`src/verilog/cpu_seq_map.vh`:
```
`ifndef CPU_SEQ_MAP_VH
`define CPU_SEQ_MAP_VH

// I/O register offsets
`define SP_LOW_IO 6'h3D
`define SP_HIGH_IO 6'h3E
`define STATUS_IO 6'h3F
`define FLAG_IO 6'h3A

// Status register field
`define GIE_BIT 7

// Data space layout
`define REG_FILE_TOP 16'h001F
`define IO_TOP 16'h005F
`define SP_MIN 16'h0060
`define LAST_SRAM 16'h025F
`define SP_BITS 10

// Sequence lengths in core_clk cycles
`define ENTRY_CYCLES 3'h4
`define WAKE_CYCLES 3'h4
`define RETURN_CYCLES 3'h4
`define VECTOR_JUMP_CYCLES 3'h3

// Reset values
`define STATUS_RESET 8'h00

`endif

```
`src/verilog/alu_regfile.v`:
```
`timescale 1ns/10ps
`default_nettype none

// Register file with a two-operand ALU that reads, computes and
// writes back within one clock cycle
module alu_regfile (
   // Clock and reset
   input wire core_clk,
   input wire rstn,
   // Operation request
   input wire alu_go,
   input wire [1:0] alu_op,
   input wire [4:0] alu_rd,
   input wire [4:0] alu_rr,
   // Result as written back
   output reg [7:0] alu_result
);

   // Working registers
   reg [7:0] regs [0:31];
   // Combinational result
   reg [7:0] next_result;
   integer i;

   // Both operands read and combined in the same cycle
   always @* begin
      case (alu_op)
         2'h0: next_result = regs[alu_rd] + regs[alu_rr];
         2'h1: next_result = regs[alu_rd] - regs[alu_rr];
         2'h2: next_result = regs[alu_rd] & regs[alu_rr];
         default: next_result = regs[alu_rd] | regs[alu_rr];
      endcase
   end

   // Write back on the single edge that ends the operation
   always @(posedge core_clk or negedge rstn) begin
      if (!rstn) begin
         for (i = 0; i < 32; i = i + 1) begin
            regs[i] <= i[7:0]; // Index pattern keeps results observable
         end
         alu_result <= 8'h00;
      end else if (alu_go) begin
         regs[alu_rd] <= next_result;
         alu_result <= next_result;
      end
   end

endmodule

`default_nettype wire

```
`src/verilog/cpu_stack_interrupt_sequencer.v`:
```
// Operation
// - Stack grows downward; pushes lower pointer.
// - Byte push minus one; call/entry minus two.
// - Byte pop plus one; return plus two.
// - Pointer bytes readable/writable at I/O 0x3E/0x3D.
// - Core clock used directly, never divided.
// - Two-register ALU operation completes in one cycle.
// - Take interrupt only with both enables set.
// - Lowest vector wins; reset, then request zero.
// - Entry clears global enable; return sets it.
// - Vectoring or writing one clears flag.
// - Flags held while disabled, served by priority.
// - Level sources request only while present.
// - One main instruction after return before next.
// - Status register never saved or restored automatically.
// - Disable takes effect at once, same cycle.
// - Instruction after enable runs before service.
// - Entry four cycles pushing PC; jump three.
// - Multi-cycle instruction finishes before service.
// - Wake from sleep adds four cycles.
// - Return four cycles: pop PC, plus two, enable.
// - Decode: 32 registers, 64 I/O, then SRAM.
// - Global enable held in status bit seven.
`timescale 1ns/10ps
`default_nettype none
`include "cpu_seq_map.vh"

module cpu_stack_interrupt_sequencer #(
   parameter N_IRQ = 8,
   parameter [7:0] LEVEL_MASK = 8'h00,
   parameter SP_BITS = `SP_BITS,
   parameter [15:0] LAST_SRAM_ADDRESS = `LAST_SRAM
) (
   // Clock and reset
   input wire core_clk,
   input wire rstn,
   // I/O register port
   input wire [5:0] io_addr,
   input wire io_we,
   input wire io_re,
   input wire [7:0] io_wdata,
   output reg [7:0] io_rdata,
   // Pipeline events
   input wire instr_done,
   input wire op_push,
   input wire op_pop,
   input wire op_call,
   input wire op_ret,
   input wire op_irq_ret,
   input wire op_sei,
   input wire op_cli,
   input wire sleeping,
   input wire [15:0] pc_in,
   // Stack memory port
   output reg stack_we,
   output reg stack_re,
   output reg [15:0] stack_addr,
   output reg [7:0] stack_wdata,
   input wire [7:0] stack_rdata,
   // Sequencer results
   output reg seq_busy,
   output reg wake_up,
   output reg vector_valid,
   output reg [7:0] vector_number,
   output reg pc_load,
   output reg [15:0] pc_value,
   output reg [15:0] stack_pointer,
   output reg [7:0] status_register,
   // Interrupt sources
   input wire [N_IRQ-1:0] irq_req,
   input wire [N_IRQ-1:0] irq_enable,
   output reg [N_IRQ-1:0] irq_flags,
   // Data space decode
   input wire [15:0] data_addr,
   output reg [2:0] data_region,
   // ALU operation
   input wire alu_go,
   input wire [1:0] alu_op,
   input wire [4:0] alu_rd,
   input wire [4:0] alu_rr,
   output wire [7:0] alu_result
);

   // One-hot sequencer states
   localparam [3:0] ST_RUN = 4'b0001;
   localparam [3:0] ST_WAKE = 4'b0010;
   localparam [3:0] ST_ENTER = 4'b0100;
   localparam [3:0] ST_RETURN = 4'b1000;

   // Implemented pointer bits
   localparam [15:0] SP_MASK = 16'hFFFF >> (16 - SP_BITS);
   // Which sources are level type
   localparam [N_IRQ-1:0] LEVEL = LEVEL_MASK[N_IRQ-1:0];

   // Sequencer state and cycle count within a sequence
   reg [3:0] state;
   reg [2:0] cnt;
   // Blocks service for one instruction after enable or return
   reg shadow;
   // Previous request levels for event detection
   reg [N_IRQ-1:0] req_prev;
   // Captured vector and program counter
   reg [7:0] vec_q;
   reg [N_IRQ-1:0] vec_onehot;
   reg [15:0] pc_q;

   // Pending, qualified and arbitration terms
   wire [N_IRQ-1:0] flag_set;
   wire [N_IRQ-1:0] flag_wclr;
   wire [N_IRQ-1:0] pending;
   wire gie_now;
   wire can_take;
   wire [7:0] winner;
   wire [15:0] sp_plus1;
   wire [15:0] sp_minus1;

   // Lowest set index wins the arbitration
   function [7:0] first_set;
      input [N_IRQ-1:0] v;
      integer k;
      begin
         first_set = 8'h00;
         for (k = N_IRQ - 1; k >= 0; k = k - 1) begin
            if (v[k]) begin
               first_set = k[7:0];
            end
         end
      end
   endfunction

   // One-hot region for a data-space address
   function [2:0] region_of;
      input [15:0] a;
      begin
         if (a <= `REG_FILE_TOP) begin
            region_of = 3'h1;
         end else if (a <= `IO_TOP) begin
            region_of = 3'h2;
         end else begin
            region_of = 3'h4;
         end
      end
   endfunction

   // Keeps the pointer within the implemented bits
   function [15:0] fit_sp;
      input [15:0] v;
      begin
         fit_sp = v & SP_MASK;
      end
   endfunction

   // Flag sources latch on the rising edge of their request
   assign flag_set = irq_req & ~req_prev & ~LEVEL;
   // Writing one to a flag position clears it
   assign flag_wclr = (io_we && io_addr == `FLAG_IO) ?
                      io_wdata[N_IRQ-1:0] : {N_IRQ{1'b0}};
   // Flags held while disabled; level sources only while present
   assign pending = ((irq_flags & ~LEVEL) | (irq_req & LEVEL))
                    & irq_enable;
   // Disable acts in its own cycle
   assign gie_now = status_register[`GIE_BIT] & ~op_cli;
   // Both enables and no one-instruction shadow
   assign can_take = gie_now & (|pending) & ~shadow;
   assign winner = first_set(pending);
   // Stack pointer neighbours
   assign sp_plus1 = fit_sp(stack_pointer + 16'h0001);
   assign sp_minus1 = fit_sp(stack_pointer - 16'h0001);

   // Register file and ALU, clocked straight by core_clk
   alu_regfile u_alu (
      .core_clk(core_clk),
      .rstn(rstn),
      .alu_go(alu_go),
      .alu_op(alu_op),
      .alu_rd(alu_rd),
      .alu_rr(alu_rr),
      .alu_result(alu_result)
   );

   // Interrupt flags: hardware set wins over any clear
   always @(posedge core_clk or negedge rstn) begin
      if (!rstn) begin
         irq_flags <= {N_IRQ{1'b0}};
         req_prev <= {N_IRQ{1'b0}};
      end else begin
         req_prev <= irq_req;
         if (state == ST_ENTER && cnt == 3'h0) begin
            // Clear the served flag on vectoring
            irq_flags <= ((irq_flags & ~flag_wclr & ~vec_onehot)
                          | flag_set) & ~LEVEL;
         end else begin
            irq_flags <= ((irq_flags & ~flag_wclr) | flag_set)
                         & ~LEVEL;
         end
      end
   end

   // Data-space decode, registered
   always @(posedge core_clk or negedge rstn) begin
      if (!rstn) begin
         data_region <= 3'h1;
      end else begin
         data_region <= region_of(data_addr);
      end
   end

   // I/O read port
   always @(posedge core_clk or negedge rstn) begin
      if (!rstn) begin
         io_rdata <= 8'h00;
      end else if (io_re) begin
         case (io_addr)
            `SP_LOW_IO: io_rdata <= stack_pointer[7:0];
            `SP_HIGH_IO: io_rdata <= stack_pointer[15:8];
            `STATUS_IO: io_rdata <= status_register;
            `FLAG_IO: io_rdata <= {{(8-N_IRQ){1'b0}}, irq_flags};
            // Unmapped offsets read zero
            default: io_rdata <= 8'h00;
         endcase
      end
   end

   // Main sequencer: entry, wake, return and pointer updates
   always @(posedge core_clk or negedge rstn) begin
      if (!rstn) begin
         state <= ST_RUN;
         cnt <= 3'h0;
         shadow <= 1'b0;
         vec_q <= 8'h00;
         vec_onehot <= {N_IRQ{1'b0}};
         pc_q <= 16'h0000;
         stack_pointer <= fit_sp(LAST_SRAM_ADDRESS);
         status_register <= `STATUS_RESET;
         stack_we <= 1'b0;
         stack_re <= 1'b0;
         stack_addr <= 16'h0000;
         stack_wdata <= 8'h00;
         seq_busy <= 1'b0;
         wake_up <= 1'b0;
         vector_valid <= 1'b0;
         vector_number <= 8'h00;
         pc_load <= 1'b0;
         pc_value <= 16'h0000;
      end else begin
         // Pulses default low
         stack_we <= 1'b0;
         stack_re <= 1'b0;
         wake_up <= 1'b0;
         vector_valid <= 1'b0;
         pc_load <= 1'b0;
         case (state)
            ST_RUN: begin
               // Status register write from software
               if (io_we && io_addr == `STATUS_IO) begin
                  status_register <= io_wdata;
               end
               // Enable and disable instructions
               if (op_sei) begin
                  status_register[`GIE_BIT] <= 1'b1;
               end else if (op_cli) begin
                  status_register[`GIE_BIT] <= 1'b0;
               end
               // Shadow covers the instruction after enable
               if (op_sei) begin
                  shadow <= 1'b1;
               end else if (instr_done) begin
                  shadow <= 1'b0;
               end
               // Pointer written as two bytes
               if (io_we && io_addr == `SP_LOW_IO) begin
                  stack_pointer <= fit_sp({stack_pointer[15:8], io_wdata});
               end else if (io_we && io_addr == `SP_HIGH_IO) begin
                  stack_pointer <= fit_sp({io_wdata, stack_pointer[7:0]});
               end else if (op_push) begin
                  stack_pointer <= sp_minus1;
               end else if (op_call) begin
                  stack_pointer <= fit_sp(stack_pointer - 16'h0002);
               end else if (op_pop) begin
                  stack_pointer <= sp_plus1;
               end else if (op_ret) begin
                  stack_pointer <= fit_sp(stack_pointer + 16'h0002);
               end
               // Choose the next sequence
               if (op_irq_ret) begin
                  state <= ST_RETURN;
                  cnt <= 3'h0;
                  seq_busy <= 1'b1;
               end else if (sleeping && can_take) begin
                  // Core asleep: extra wake-up cycles first
                  state <= ST_WAKE;
                  cnt <= 3'h0;
                  seq_busy <= 1'b1;
                  wake_up <= 1'b1;
                  vec_q <= winner;
                  vec_onehot <= {{(N_IRQ-1){1'b0}}, 1'b1} << winner;
               end else if (instr_done && can_take) begin
                  // Only at an instruction boundary
                  state <= ST_ENTER;
                  cnt <= 3'h0;
                  seq_busy <= 1'b1;
                  vec_q <= winner;
                  vec_onehot <= {{(N_IRQ-1){1'b0}}, 1'b1} << winner;
                  pc_q <= pc_in;
               end
            end
            ST_WAKE: begin
               // Adds four cycles on top of the start-up time
               if (cnt == `WAKE_CYCLES - 3'h1) begin
                  state <= ST_ENTER;
                  cnt <= 3'h0;
                  pc_q <= pc_in;
               end else begin
                  cnt <= cnt + 3'h1;
               end
            end
            ST_ENTER: begin
               // Global enable off; rest of status untouched
               status_register[`GIE_BIT] <= 1'b0;
               if (cnt == 3'h0) begin
                  // Low byte of return address, pointer down
                  stack_we <= 1'b1;
                  stack_addr <= stack_pointer;
                  stack_wdata <= pc_q[7:0];
                  stack_pointer <= sp_minus1;
               end else if (cnt == 3'h1) begin
                  // High byte, pointer down again
                  stack_we <= 1'b1;
                  stack_addr <= stack_pointer;
                  stack_wdata <= pc_q[15:8];
                  stack_pointer <= sp_minus1;
               end
               if (cnt == `ENTRY_CYCLES - 3'h1) begin
                  // Vector executes after four cycles
                  state <= ST_RUN;
                  cnt <= 3'h0;
                  seq_busy <= 1'b0;
                  vector_valid <= 1'b1;
                  vector_number <= vec_q;
                  vec_onehot <= {N_IRQ{1'b0}};
               end else begin
                  cnt <= cnt + 3'h1;
               end
            end
            ST_RETURN: begin
               if (cnt == 3'h0 || cnt == 3'h1) begin
                  // Read one byte above the pointer, pointer up
                  stack_re <= 1'b1;
                  stack_addr <= sp_plus1;
                  stack_pointer <= sp_plus1;
               end
               if (cnt == 3'h1) begin
                  // High byte arrives a cycle after its read
                  pc_q[15:8] <= stack_rdata;
               end else if (cnt == 3'h2) begin
                  pc_q[7:0] <= stack_rdata;
               end
               if (cnt == `RETURN_CYCLES - 3'h1) begin
                  // Reload PC, enable again, shadow one instruction
                  state <= ST_RUN;
                  cnt <= 3'h0;
                  seq_busy <= 1'b0;
                  pc_load <= 1'b1;
                  pc_value <= pc_q;
                  status_register[`GIE_BIT] <= 1'b1;
                  shadow <= 1'b1;
               end else begin
                  cnt <= cnt + 3'h1;
               end
            end
            default: begin
               // Recover from an illegal state code
               state <= ST_RUN;
               cnt <= 3'h0;
               seq_busy <= 1'b0;
            end
         endcase
      end
   end

endmodule

`default_nettype wire

```
`config.mk`:
```
export PLATFORM = sky130hd
export DESIGN_NAME = cpu_stack_interrupt_sequencer
export DESIGN_NICKNAME = d
export VERILOG_FILES = /design/src/verilog/alu_regfile.v /design/src/verilog/cpu_stack_interrupt_sequencer.v
export VERILOG_INCLUDE_DIRS = /design/src /design/src/verilog
export SDC_FILE = /design/constraint.sdc
export NUM_CORES = 1
export LEC_CHECK = 0
export BUFFER_PORTS_ARGS = -buffer_cell sky130_fd_sc_hd__clkbuf_2
export CAP_MARGIN = 20
export CELL_PAD_IN_SITES_DETAIL_PLACEMENT = 2
export CELL_PAD_IN_SITES_GLOBAL_PLACEMENT = 2
export CORE_ASPECT_RATIO = 0.9
export CORE_MARGIN = 4
export CORE_UTILIZATION = 39
export DETAILED_ROUTE_END_ITERATION = 8
export GPL_ROUTABILITY_DRIVEN = 0
export MAX_ROUTING_LAYER = met4
export PLACE_DENSITY_LB_ADDON = 0.1
export SYNTH_ARGS = -nofsm -noshare
export SYNTH_HDL_FRONTEND = slang
export SYNTH_HIERARCHICAL = 1
export SYNTH_SLANG_ARGS = --single-unit
```
`constraint.sdc`:
```
create_clock -name core_clk -period 5.4 [get_ports core_clk]
set_input_delay 1.08 -clock core_clk [delete_from_list [all_inputs] [get_ports core_clk]]
set_output_delay 1.08 -clock core_clk [all_outputs]
set_load 0.03 [all_outputs]
```
==> metrics.txt, run 1 <==
status complete, no violations; Period minus WS final 5.180 ns; CP endpoint kind register; Vias/cell 5.906; htree depth 2; number of global-route vias before repair 20780; Core Box Area 54520 sq um; M2 GR Usage 49.36%; post-place setup slack -0.6496 ns; register area share after synthesis 45.36%; clock slew at reported path FFs 0.06 ns; critical path class input port to register; commonest non-fill, non-tap cell in the layout nand2_1; drt total wl 83.46 mm; syn_area_per_cell 9.772 sq um; CTS max path bufs 3; Util after Layout 46.76%; first-pass GRT wire length 128.8 mm; WP data arrival 5.69 ns; GR Layer Usage met3 3.321%; Max Slew Vio Count 0; area leader, netlist dfrtp_1; antenna-violating nets left 0; top-area cell type share of the netlist area 34.53%; total global routing overflow 0; clk_skew 0.02117 ns; period utilization 95.93%; worst flop-to-flop path startpoint u_alu/regs[64]$_DFFE_PN1P_; Yosys reg bits 387; IO Pins 201; Net count, final 2533; Worst Setup Start Kind input port; data required time at the worst endpoint 5.91 ns; WL/cell 26.42 um; R2R cell count 19; met1 Resource Use GR 36.00%; maximum VDD drop 0.2535 mV; Max-cap violations 0; row count 81; CP max FO 33; antenna cells 0; ratio of cells with drive above 1 in the final layout 25.96%; Post-route DRC 0; CTS tree yes; Initial Util 39.61%; DR pass1 iterations 7; Die W 256.0 um; EDFF count, synth 0; Final Hold Fails 0; pin count of the biggest net entering global routing 106; Layout Area Growth over Synthesis 18.07%; worst min path class register to register; Area contributors post-synth dfrtp_1, dfstp_2, nand2_1; worst hold endpoint irq_flags[1]$_DFF_PN0_; clock sinks 387; Overall Global Routing Usage 28.64%; RSZ-0062 raised after global routing no; synthesized area 21600 sq um; Synth async-reset ratio 100.0%; pwr/cell area 511.2 nW/um^2; Detailed Place HPWL 60.91 mm; Static Leak 11.54 nW; chip height 231.2 um; r2r endpoint u_alu/regs[247]$_DFFE_PN0P_; Slew HR 28.49%; DR iter-0 viols 1175; post-CTS setup buffer count 0; hold path start req_prev[1]$_DFF_PN0_; cts bufs inserted 46; root buffer cell clkbuf_16; synth warn 6; die outline area 59210 sq um; actual slew at the worst max-slew pin 1.064 ns; number of unique standard cell types used by synthesis 92; hold path depth 1; via count 18660; most frequent cells in the layout nand2_1, dfrtp_1, o21ai_0, clkbuf_2, buf_4; Setup-failing EPs final 0; final worst-path setup slack 0.2198 ns; synthesized instance count 2210; # hold bufs at CTS 0; Synth Flop Type dfrtp_1; initial antenna violation count 0; clock latency on the worst-skew pair 0.59 ns; fmax 193.0 MHz; Port-buffer cells 178; internal reg-to-reg setup slack 0.69 ns; GRT busiest layer met2
layer usage:
metal / share of wire [%] / vias up
li1: - / 8288
met3: 3.9 / 137
met5: 0 / -
met2: 50 / 441
met4: 3.0 / 0
met1: 43 / 9792
logic make-up (layout without fill, tap and decap cells):
kind of cell    Yosys count  in the layout  synth area share, %
simple gates            778            778                15.89
buf+inv                 220            448                5.035
other cells               1             17              0.01736
xor+xnor                 20             20               0.8111
compound gates          517            517                14.66
mux                     264            264                16.90
flops                   387            387                45.36
fa+ha+maj                23             23                1.333
cell type report:
| cell class | instances | area (sq um) |
|---|---|---|
| Clock buffer | 65 | 1323 |
| Clock inverter | 20 | 357.8 |
| Fill cell | 5737 | 29030 |
| Inverter | 42 | 157.7 |
| Multi-Input combinational cell | 1619 | 10810 |
| Sequential cell | 387 | 9796 |
| Tap cell | 705 | 882.1 |
| Timing Repair Buffer | 321 | 2170 |
state kept, by name (all words and copies together) (netlist names), 3 cells and up:
signal	flops
u_alu/regs	256
pc_q	16
pc_value	16
stack_addr	10
stack_pointer	10
io_rdata	8
irq_flags	8
req_prev	8
stack_wdata	8
status_register	8
u_alu/alu_result	8
vec_onehot	8
state	4
cnt	3
data_region	3
vec_q	3
vector_number	3
timing repair:
item | CTS | global route
setup endpoints to repair | 33 | 33
resized for setup | 1 | 8
pin swaps | 0 | 1
Yosys cell counts (all sizes together), types with 22 or more instances:
library cell,number
nor2,116
o21ai,246
nand2,479
a22oi,68
mux4,73
buf,84
nor3,26
mux2,69
nand3,37
inv,40
a31oi,29
clkbuf,94
dfstp,89
mux2i,122
dfrtp,298
a21oi,61
o22ai,22
critical path: stages:
cell and delay, ns:
clkbuf_2 0.16, buf_4 0.35, mux4_2 0.55, o21ai_1 0.29, nand4_2 0.23, nor3_2 0.27
a41o_1 0.25, xor2_1 0.18, ha_1 0.20, buf_4 0.12, nor3_1 0.04, nor2_1 0.17
o31ai_2 0.11, buf_4 0.15, and3b_1 0.16, or3_1 0.30, a32o_1 0.30, a221oi_4 0.34
buf_12 0.23, mux2_2 0.19
how the worst max path moves through the flow:
stage,from,end,slack [ns],cells after the start
2_1_floorplan,alu_rd[0],u_alu/regs[127]$_DFFE_PN0P_,0.05,19
6_report,alu_rr[0],u_alu/regs[247]$_DFFE_PN0P_,0.22,20
5_1_grt,alu_rr[2],u_alu/regs[255]$_DFFE_PN0P_,0.01,22
3_5_place_dp,alu_rr[0],u_alu/regs[255]$_DFFE_PN0P_,-0.65,21
4_1_cts,alu_rr[2],u_alu/regs[247]$_DFFE_PN0P_,0.16,21
3_3_place_gp,alu_rr[0],u_alu/regs[231]$_DFFE_PN0P_,-0.55,21
through the flow:
stage	power (mW)	std cells	instance area, sq um	hold slack, ns	TNS [ns]
3_5_place_dp	9.503	3073	23780	0.4191	-21.00
2_1_floorplan	7.669	2226	21660	0.3996	0
4_1_cts	13.11	3158	25460	0.4362	0
3_3_place_gp	9.193	3071	23770	0.4050	-17.56
5_1_grt	13.82	3159	25500	0.4474	0
6_report	13.04	3159	25500	0.4256	0
power by group:
part,total (mW),internal (mW),switching (mW)
Sequential,4.92,3.99,0.936
Clock,3.49,2.14,1.35
Combinational,4.62,1.79,2.83
Total,13.0,7.93,5.11
No activity file was read; power rests on OpenSTA's default activity.
==> run 2, diff against run 1 <==
Settings changed: CORE_UTILIZATION 39 to 35, GPL_TIMING_DRIVEN set to 0.
Clock period 5.4 ns to 4.7 ns, I/O delays scaled along.
==> run 2 against run 1 <==
Compared with the run above:
- global-route usage rose by 0.22 points
- sequential share of layout area is 1.0 points lower
- largest power group is now combinational logic
- combinational power increased by 28%
- core utilization down 3.9 points
- first-iteration DRC count is 11% higher
- the flow now finishes with violations (negative setup slack)
- register-to-register slack got worse by 0.52 ns
- critical path depth grew 4
- clock-buffer cell count is 3 higher
- power up 16%
- largest cell class unchanged
- cell count rose by 4.8%
- via count grew 4.4%
==> metrics.txt, run 2 (same netlist as run 1, synthesis figures left out) <==
Setup-failing EPs final 32 (+32); DR iter-0 viols 1300 (+11%); metal2 WL 45.98 mm (+9.7%); fill count 6523 (+14%); clock slew at reported path FFs 0.06 ns (about the same); Port-buffer cells 165 (-7.3%); Reg area 9796 sq um (unchanged); Core Box Area 61120 sq um (+12%); fmax 206.7 MHz; total power 15.17 mW (+16%); Post-Place Cells 3187 (+3.7%); period utilization 102.9%; internal reg-to-reg setup slack 0.17 ns (-0.52 ns); CP most frequent cell buf_12; Detailed Place HPWL 69.06 mm (+13%); Regs by FF count u_alu/regs: 256 flops, pc_q: 16 flops, pc_value: 16 flops; Clk pwr share 24.2% (-2.6 points); IO Pins 201 (unchanged); Max-cap violations 0 (unchanged); via count 19480 (+4.4%); commonest non-fill, non-tap cell in the layout nand2_1; data required time at the worst endpoint 5.22 ns (-0.69 ns); Vias/cell 5.881 (-0.43%); Util after Layout 42.85% (-3.9 points); CP delay by family, top compound AO/OA/AOI/OAI gates; failing checks negative setup slack; switch share 41.06% (+1.9 points); clock sinks 387 (unchanged); crit-path cells buf_12 -> buf_12 -> buf_16 -> buf_12 -> buf_16 -> mux2i_1 -> a22oi_1 -> nand2_2 -> o22ai_4 -> nor2_4 -> and2_4 -> a31oi_2 -> xnor2_1 -> ha_2 -> nor3_1 -> nor2_1 -> o31ai_4 -> and3b_1 -> or3_1 -> a32o_2 -> a221oi_4 -> buf_12 -> buf_8 -> mux2_4; row count 86 (+6.2%); Static Leak 11.67 nW (+1.1%); Post-route DRC 0 (unchanged); Comb pwr share 39.0% (+3.5 points); ratio of cells with drive above 1 in the final layout 26.11% (+0.16 points); actual slew at the worst max-slew pin 1.082 ns (+0.01749 ns); register with the most flip-flops u_alu/regs; clk_skew 0.02782 ns (+0.006658 ns); Initial Util 35.33% (-4.3 points); Layout Area Growth over Synthesis 21.28%; antenna-violating nets left 0 (unchanged); Net count, final 2595 (+2.4%); Seq pwr share 36.9% (-0.9 points); Critical Path Start alu_rr[1]; Layout Cells excl Fill 3312 (+4.8%); worst min path class register to register; status complete, but fails checks; Die W 269.8 um (+5.4%); Buf/Inv on CP 7 (+2); pin count of the biggest net entering global routing 106 (unchanged); internal power 8.939 mW (+13%); delay of the slowest cell on the worst path 0.36 ns (-0.19 ns); highest routed metal layer met4; pwr/cell area 579.1 nW/um^2 (+13%); root buffer cell clkbuf_16; Final Hold Fails 0 (unchanged); clock latency on the worst-skew pair 0.60 ns (about the same); initial antenna violation count 3 (+3); WL met3 5.021 mm (+55%); die outline area 65750 sq um (+11%); Fin Setup TNS -3.107 ns (-3.107 ns); crit path to u_alu/regs[159]$_DFFE_PN0P_; most frequent cells in the layout nand2_1, dfrtp_1, o21ai_0, clkbuf_2, mux2i_1; drt total wl 94.30 mm (+13%); Critical Path Slowest Stage Cell ha_2; first-pass GRT wire length 140.3 mm (+8.9%); critical path depth 24 (+20%); chip height 243.7 um (+5.4%); Slew HR 26.86% (-1.6 points); RSZ-0062 raised after global routing yes; Period minus WS final 4.837 ns; DR pass1 iterations 5 (-2); worst flop-to-flop path startpoint u_alu/regs[240]$_DFFE_PN1P_; Max Slew Vio Count 0 (unchanged); critical path class input port to register; met1 wire length 40.23 mm (+12%); R2R cell count 19 (unchanged); Multi-input gate area 11130 sq um (+2.9%); WL/cell 28.47 um (+7.8%); CTS max path bufs 3 (unchanged); Worst Setup Start Kind input port; # hold bufs at CTS 0 (unchanged); number of global-route vias before repair 21350 (+2.7%); WP data arrival 5.36 ns (-0.33 ns); Psw 6.228 mW (+22%); CTS tree yes; CP endpoint kind register; max reg flops 256 (unchanged); cts bufs inserted 46 (unchanged); htree depth 2 (unchanged); Overall Global Routing Usage 28.86% (+0.22 points); final worst-path setup slack -0.1374 ns (-0.3572 ns); r2r endpoint u_alu/regs[159]$_DFFE_PN0P_; maximum VDD drop 0.2403 mV (-5.2%); total global routing overflow 0 (unchanged); CP max FO 8 (-76%)
[run 2: cell count changes in the layout (fill, tap and decap cells not counted), moves of 7 or more]
cell,previous run,this run
clkbuf_1,9,88
buf_4,127,52
buf_2,1,20
mux2_4,0,11
buf_16,0,8
buf_6,4,12
buf_8,1,9
buf_1,0,7
[run 2: power groups by stage]
| stage | Clock (mW) | Combinational [mW] | Sequential (mW) |
|---|---|---|---|
| floorplan | 0 | 3.31 | 5.52 |
| global placement | 0 | 5.24 | 5.50 |
| CTS | 3.77 | 5.73 | 5.55 |
| finish | 3.67 | 5.91 | 5.59 |
| detailed placement | 0 | 5.45 | 5.57 |
| global route | 3.92 | 6.43 | 5.71 |
[run 2: worst min path at each step]
stage | start | endpoint | slack, ns | cells past startpoint
after detailed placement | req_prev[1]$_DFF_PN0_ | irq_flags[1]$_DFF_PN0_ | 0.41 | 1
after global routing | req_prev[3]$_DFF_PN0_ | irq_flags[3]$_DFF_PN0_ | 0.44 | 1
final | req_prev[3]$_DFF_PN0_ | irq_flags[3]$_DFF_PN0_ | 0.40 | 1
after floorplan | req_prev[0]$_DFF_PN0_ | irq_flags[0]$_DFF_PN0_ | 0.40 | 1
after CTS | req_prev[2]$_DFF_PN0_ | irq_flags[2]$_DFF_PN0_ | 0.42 | 1
after global placement | req_prev[5]$_DFF_PN0_ | irq_flags[5]$_DFF_PN0_ | 0.41 | 1
[run 2: metrics by stage]
stage          setup WS [ns]  instance area, sq um  hold slack, ns
6_report             -0.1374                 26190          0.4043
5_1_grt              -0.2069                 26190          0.4386
4_1_cts             0.002403                 25840          0.4157
3_5_place_dp          -1.915                 23620          0.4149
3_3_place_gp          -6.544                 23520          0.4075
2_1_floorplan        -0.1749                 21700          0.3996
[run 2: timing repair]
| action | CTS | global route |
|---|---|---|
| buffers inserted | 24 | 5 |
| endpoints found under the setup margin | 255 | 137 |
| pin swaps | 18 | 13 |
| gates cloned | 2 | 4 |
| gates resized for setup | 129 | 56 |
| endpoints found under the hold margin | 0 | 0 |
[run 2: final cells by class]
class	instances	share of cell area, %
buffer	176	4.825
clock inverter	17	0.6975
tap	792	3.783
timing repair buffer	207	5.073
antenna	4	0.03822
inverter	42	0.6019
clock buffer	68	5.092
sequential	387	37.40
multi-input combinational	1619	42.49
[run 2: layer usage]
| metal | global-route usage [%] | vias to the layer above |
|---|---|---|
| met5 | - | - |
| met4 | 9.411 | 0 |
| met3 | 4.037 | 178 |
| met2 | 47.84 | 604 |
| met1 | 36.78 | 10260 |
| li1 | - | 8436 |
==> run 3, diff against run 2 <==
Settings changed: CELL_PAD_IN_SITES_DETAIL_PLACEMENT 2 to 1, CELL_PAD_IN_SITES_GLOBAL_PLACEMENT 2 to 1, CORE_UTILIZATION 35 to 43.
==> run 3 against run 2 <==
Compared with the run above:
- the run still ends with negative setup slack left
- core utilization grew 10 points
- clock-buffer cell count fell by 4
- global-route usage is 2.8 points higher
- wire length fell by 10%
- sequential share of layout area up 0.12 points
- worst hold slack better by 0.017 ns
- cell count is 3.9% lower
- non-clock buffer count shrank 3
- maximum frequency rose by 0.82%
- first-iteration DRC count up 43%
- clock skew decreased by 0.0086 ns
- critical path type unchanged
- critical endpoint is now u_alu/regs[199]$_DFFE_PN0P_
- largest power group unchanged
==> metrics.txt, run 3 (same netlist as run 1, synthesis figures left out) <==
number of global-route vias before repair 20180 (-5.4%); antenna cells 0 (-4); Post-route DRC 0 (unchanged); CP endpoint kind register; Psw 6.010 mW (-3.5%); Clk pwr share 25.1% (+0.9 points); max reg flops 256 (unchanged); RSZ-0062 raised after global routing yes; Regs by FF count u_alu/regs: 256 flops, pc_q: 16 flops, pc_value: 16 flops; Net count, final 2591 (-0.15%); switch share 39.92% (-1.1 points); Max-cap violations 0 (unchanged); final worst-path setup slack -0.09810 ns (+0.03930 ns); internal power 9.046 mW (+1.2%); hold_ws 0.4217 ns (+0.01744 ns); CTS tree yes; Final Hold Fails 0 (unchanged); Initial Util 43.70% (+8.4 points); register with the most flip-flops u_alu/regs; pwr/cell area 576.7 nW/um^2 (-0.40%); worst flop-to-flop path startpoint u_alu/regs[240]$_DFFE_PN1P_; actual slew at the worst max-slew pin 1.168 ns (+0.08630 ns); critical path class input port to register; drt total wl 84.47 mm (-10%); row count 77 (-10%); status complete, but fails checks; IO Pins 201 (unchanged); R2R cell count 18 (-1); root buffer cell clkbuf_16; fmax 208.4 MHz (+0.82%); Static Leak 11.69 nW (+0.20%); Period minus WS final 4.798 ns (-0.03930 ns); hold path depth 1 (unchanged); WP data arrival 5.33 ns (-0.03 ns); clk_skew 0.01918 ns (-0.008643 ns); WL/cell 26.54 um (-6.8%); antenna-violating nets left 0 (unchanged); internal reg-to-reg setup slack 0.16 ns (about the same); period utilization 102.1% (-0.84 points); pin count of the biggest net entering global routing 109 (+2.8%); chip height 220.6 um (-9.5%); first-pass GRT wire length 126.3 mm (-10%); die outline area 53880 sq um (-18%); clock slew at reported path FFs 0.06 ns (about the same); CP max FO 8 (unchanged); fin area 26110 sq um (-0.32%); Core Box Area 49420 sq um (-19%); Detailed Place HPWL 61.67 mm (-11%); total power 15.06 mW (-0.73%); # hold bufs at CTS 0 (unchanged); Vias/cell 6.081 (+3.4%); via count 19360 (-0.63%); most frequent cells in the layout nand2_1, dfrtp_1, o21ai_0, clkbuf_2, mux2i_1; Comb pwr share 38.0% (-1.0 points); Critical Path Start alu_rr[1]; failing checks negative setup slack; data required time at the worst endpoint 5.23 ns (about the same); initial antenna violation count 0 (-3); hold path start req_prev[3]$_DFF_PN0_; Overall Global Routing Usage 31.64% (+2.8 points); Layout Area Growth over Synthesis 20.89%; Port-buffer cells 165 (unchanged); total global routing overflow 0 (unchanged); Seq pwr share 37.0% (about the same); cts bufs inserted 45 (-2.2%); clock latency on the worst-skew pair 0.59 ns (about the same); worst min path class register to register; Setup-failing EPs final 32 (unchanged); DR iter-0 viols 1854 (+43%); htree depth 2 (unchanged); Worst Setup Start Kind input port; ratio of cells with drive above 1 in the final layout 26.00% (-0.12 points); r2r endpoint u_alu/regs[199]$_DFFE_PN0P_; Slew HR 21.02% (-5.8 points); Die W 244.2 um (-9.5%); CTS max path bufs 3 (unchanged); worst hold endpoint irq_flags[3]$_DFF_PN0_; Max Slew Vio Count 0 (unchanged); DR pass1 iterations 7 (+2); commonest non-fill, non-tap cell in the layout nand2_1; maximum VDD drop 0.3619 mV (+51%); clock sinks 387 (unchanged); Util after Layout 52.82% (+10 points); fill count 5555 (-15%); placed inst area 23460 sq um (-0.64%); post-place setup slack -1.766 ns (+0.1492 ns)
## run 3: cell count changes in the layout (fill, tap and decap cells not counted), sizes merged
cell      change
clkinv        -2
clkbuf        +1
inv           +1
bufbuf        +1
bufinv        +3
clkinvlp      +1
buf           -9
diode         -4
## run 3: metrics by stage
stage	std cells	TNS, ns
2_1_floorplan	2226	-5.178
3_3_place_gp	3062	-2375.98
3_5_place_dp	3066	-301.24
4_1_cts	3172	0
5_1_grt	3183	-5.709
6_report	3183	-2.376
## run 3: layout make-up
class | count | area, sq um | area share, %
timing repair buffer | 204 | 1375 | 5.267
clock buffer | 64 | 1287 | 4.932
clock inverter | 20 | 280.3 | 1.074
multi-input combinational | 1619 | 11140 | 42.69
sequential | 387 | 9796 | 37.52
inverter | 42 | 157.7 | 0.6039
tap | 671 | 839.6 | 3.216
buffer | 176 | 1226 | 4.697
## run 3: power by group through the flow
stage,clock network (mW),registers [mW],logic [mW]
after floorplan,0,5.52,3.31
after global placement,0,5.47,5.09
after detailed placement,0,5.54,5.27
after CTS,3.84,5.51,5.51
after global routing,4.01,5.68,6.19
final,3.77,5.57,5.71
## run 3: metal layers
| metal | share of wire (%) | track usage (%) |
|---|---|---|
| met5 | 0 | - |
| met4 | 3.8 | 10.67 |
| met3 | 7.1 | 5.610 |
| met2 | 47 | 51.22 |
| met1 | 42 | 40.68 |
## run 3: how the worst max path moves through the flow
stage                     depth (start not counted)  slack (ns)                           to
final                                            20        -0.1  u_alu/regs[199]$_DFFE_PN0P_
after global routing                             20       -0.20  u_alu/regs[199]$_DFFE_PN0P_
after CTS                                        22        0.03   u_alu/regs[55]$_DFFE_PN0P_
after detailed placement                         17       -1.77  u_alu/regs[191]$_DFFE_PN0P_
after global placement                            1       -6.19     pc_value[13]$_DFFE_PN0P_
after floorplan                                  21       -0.17  u_alu/regs[127]$_DFFE_PN0P_
## run 3: worst max-delay path, stage by stage
cell and delay [ns]:
buf_12 0.09, buf_12 0.14, buf_12 0.11, buf_6 0.10, mux4_2 0.49, o211ai_1 0.30
nand4_2 0.20, nor3_2 0.20, a41o_1 0.23, xor2_1 0.08, ha_2 0.21, or3_4 0.38
o31ai_4 0.30, nor2_1 0.08, or3_1 0.34, a32o_2 0.29, a221oi_4 0.31, buf_12 0.20
clkbuf_16 0.16, mux2_1 0.13
## run 3: repair_timing
item | in CTS | in global routing
pin swaps | 23 | 13
gates cloned | 2 | 5
endpoints found under the setup margin | 250 | 134
setup buffers | 22 | 4
endpoints found under the hold margin | 0 | 0
resized for setup | 121 | 56
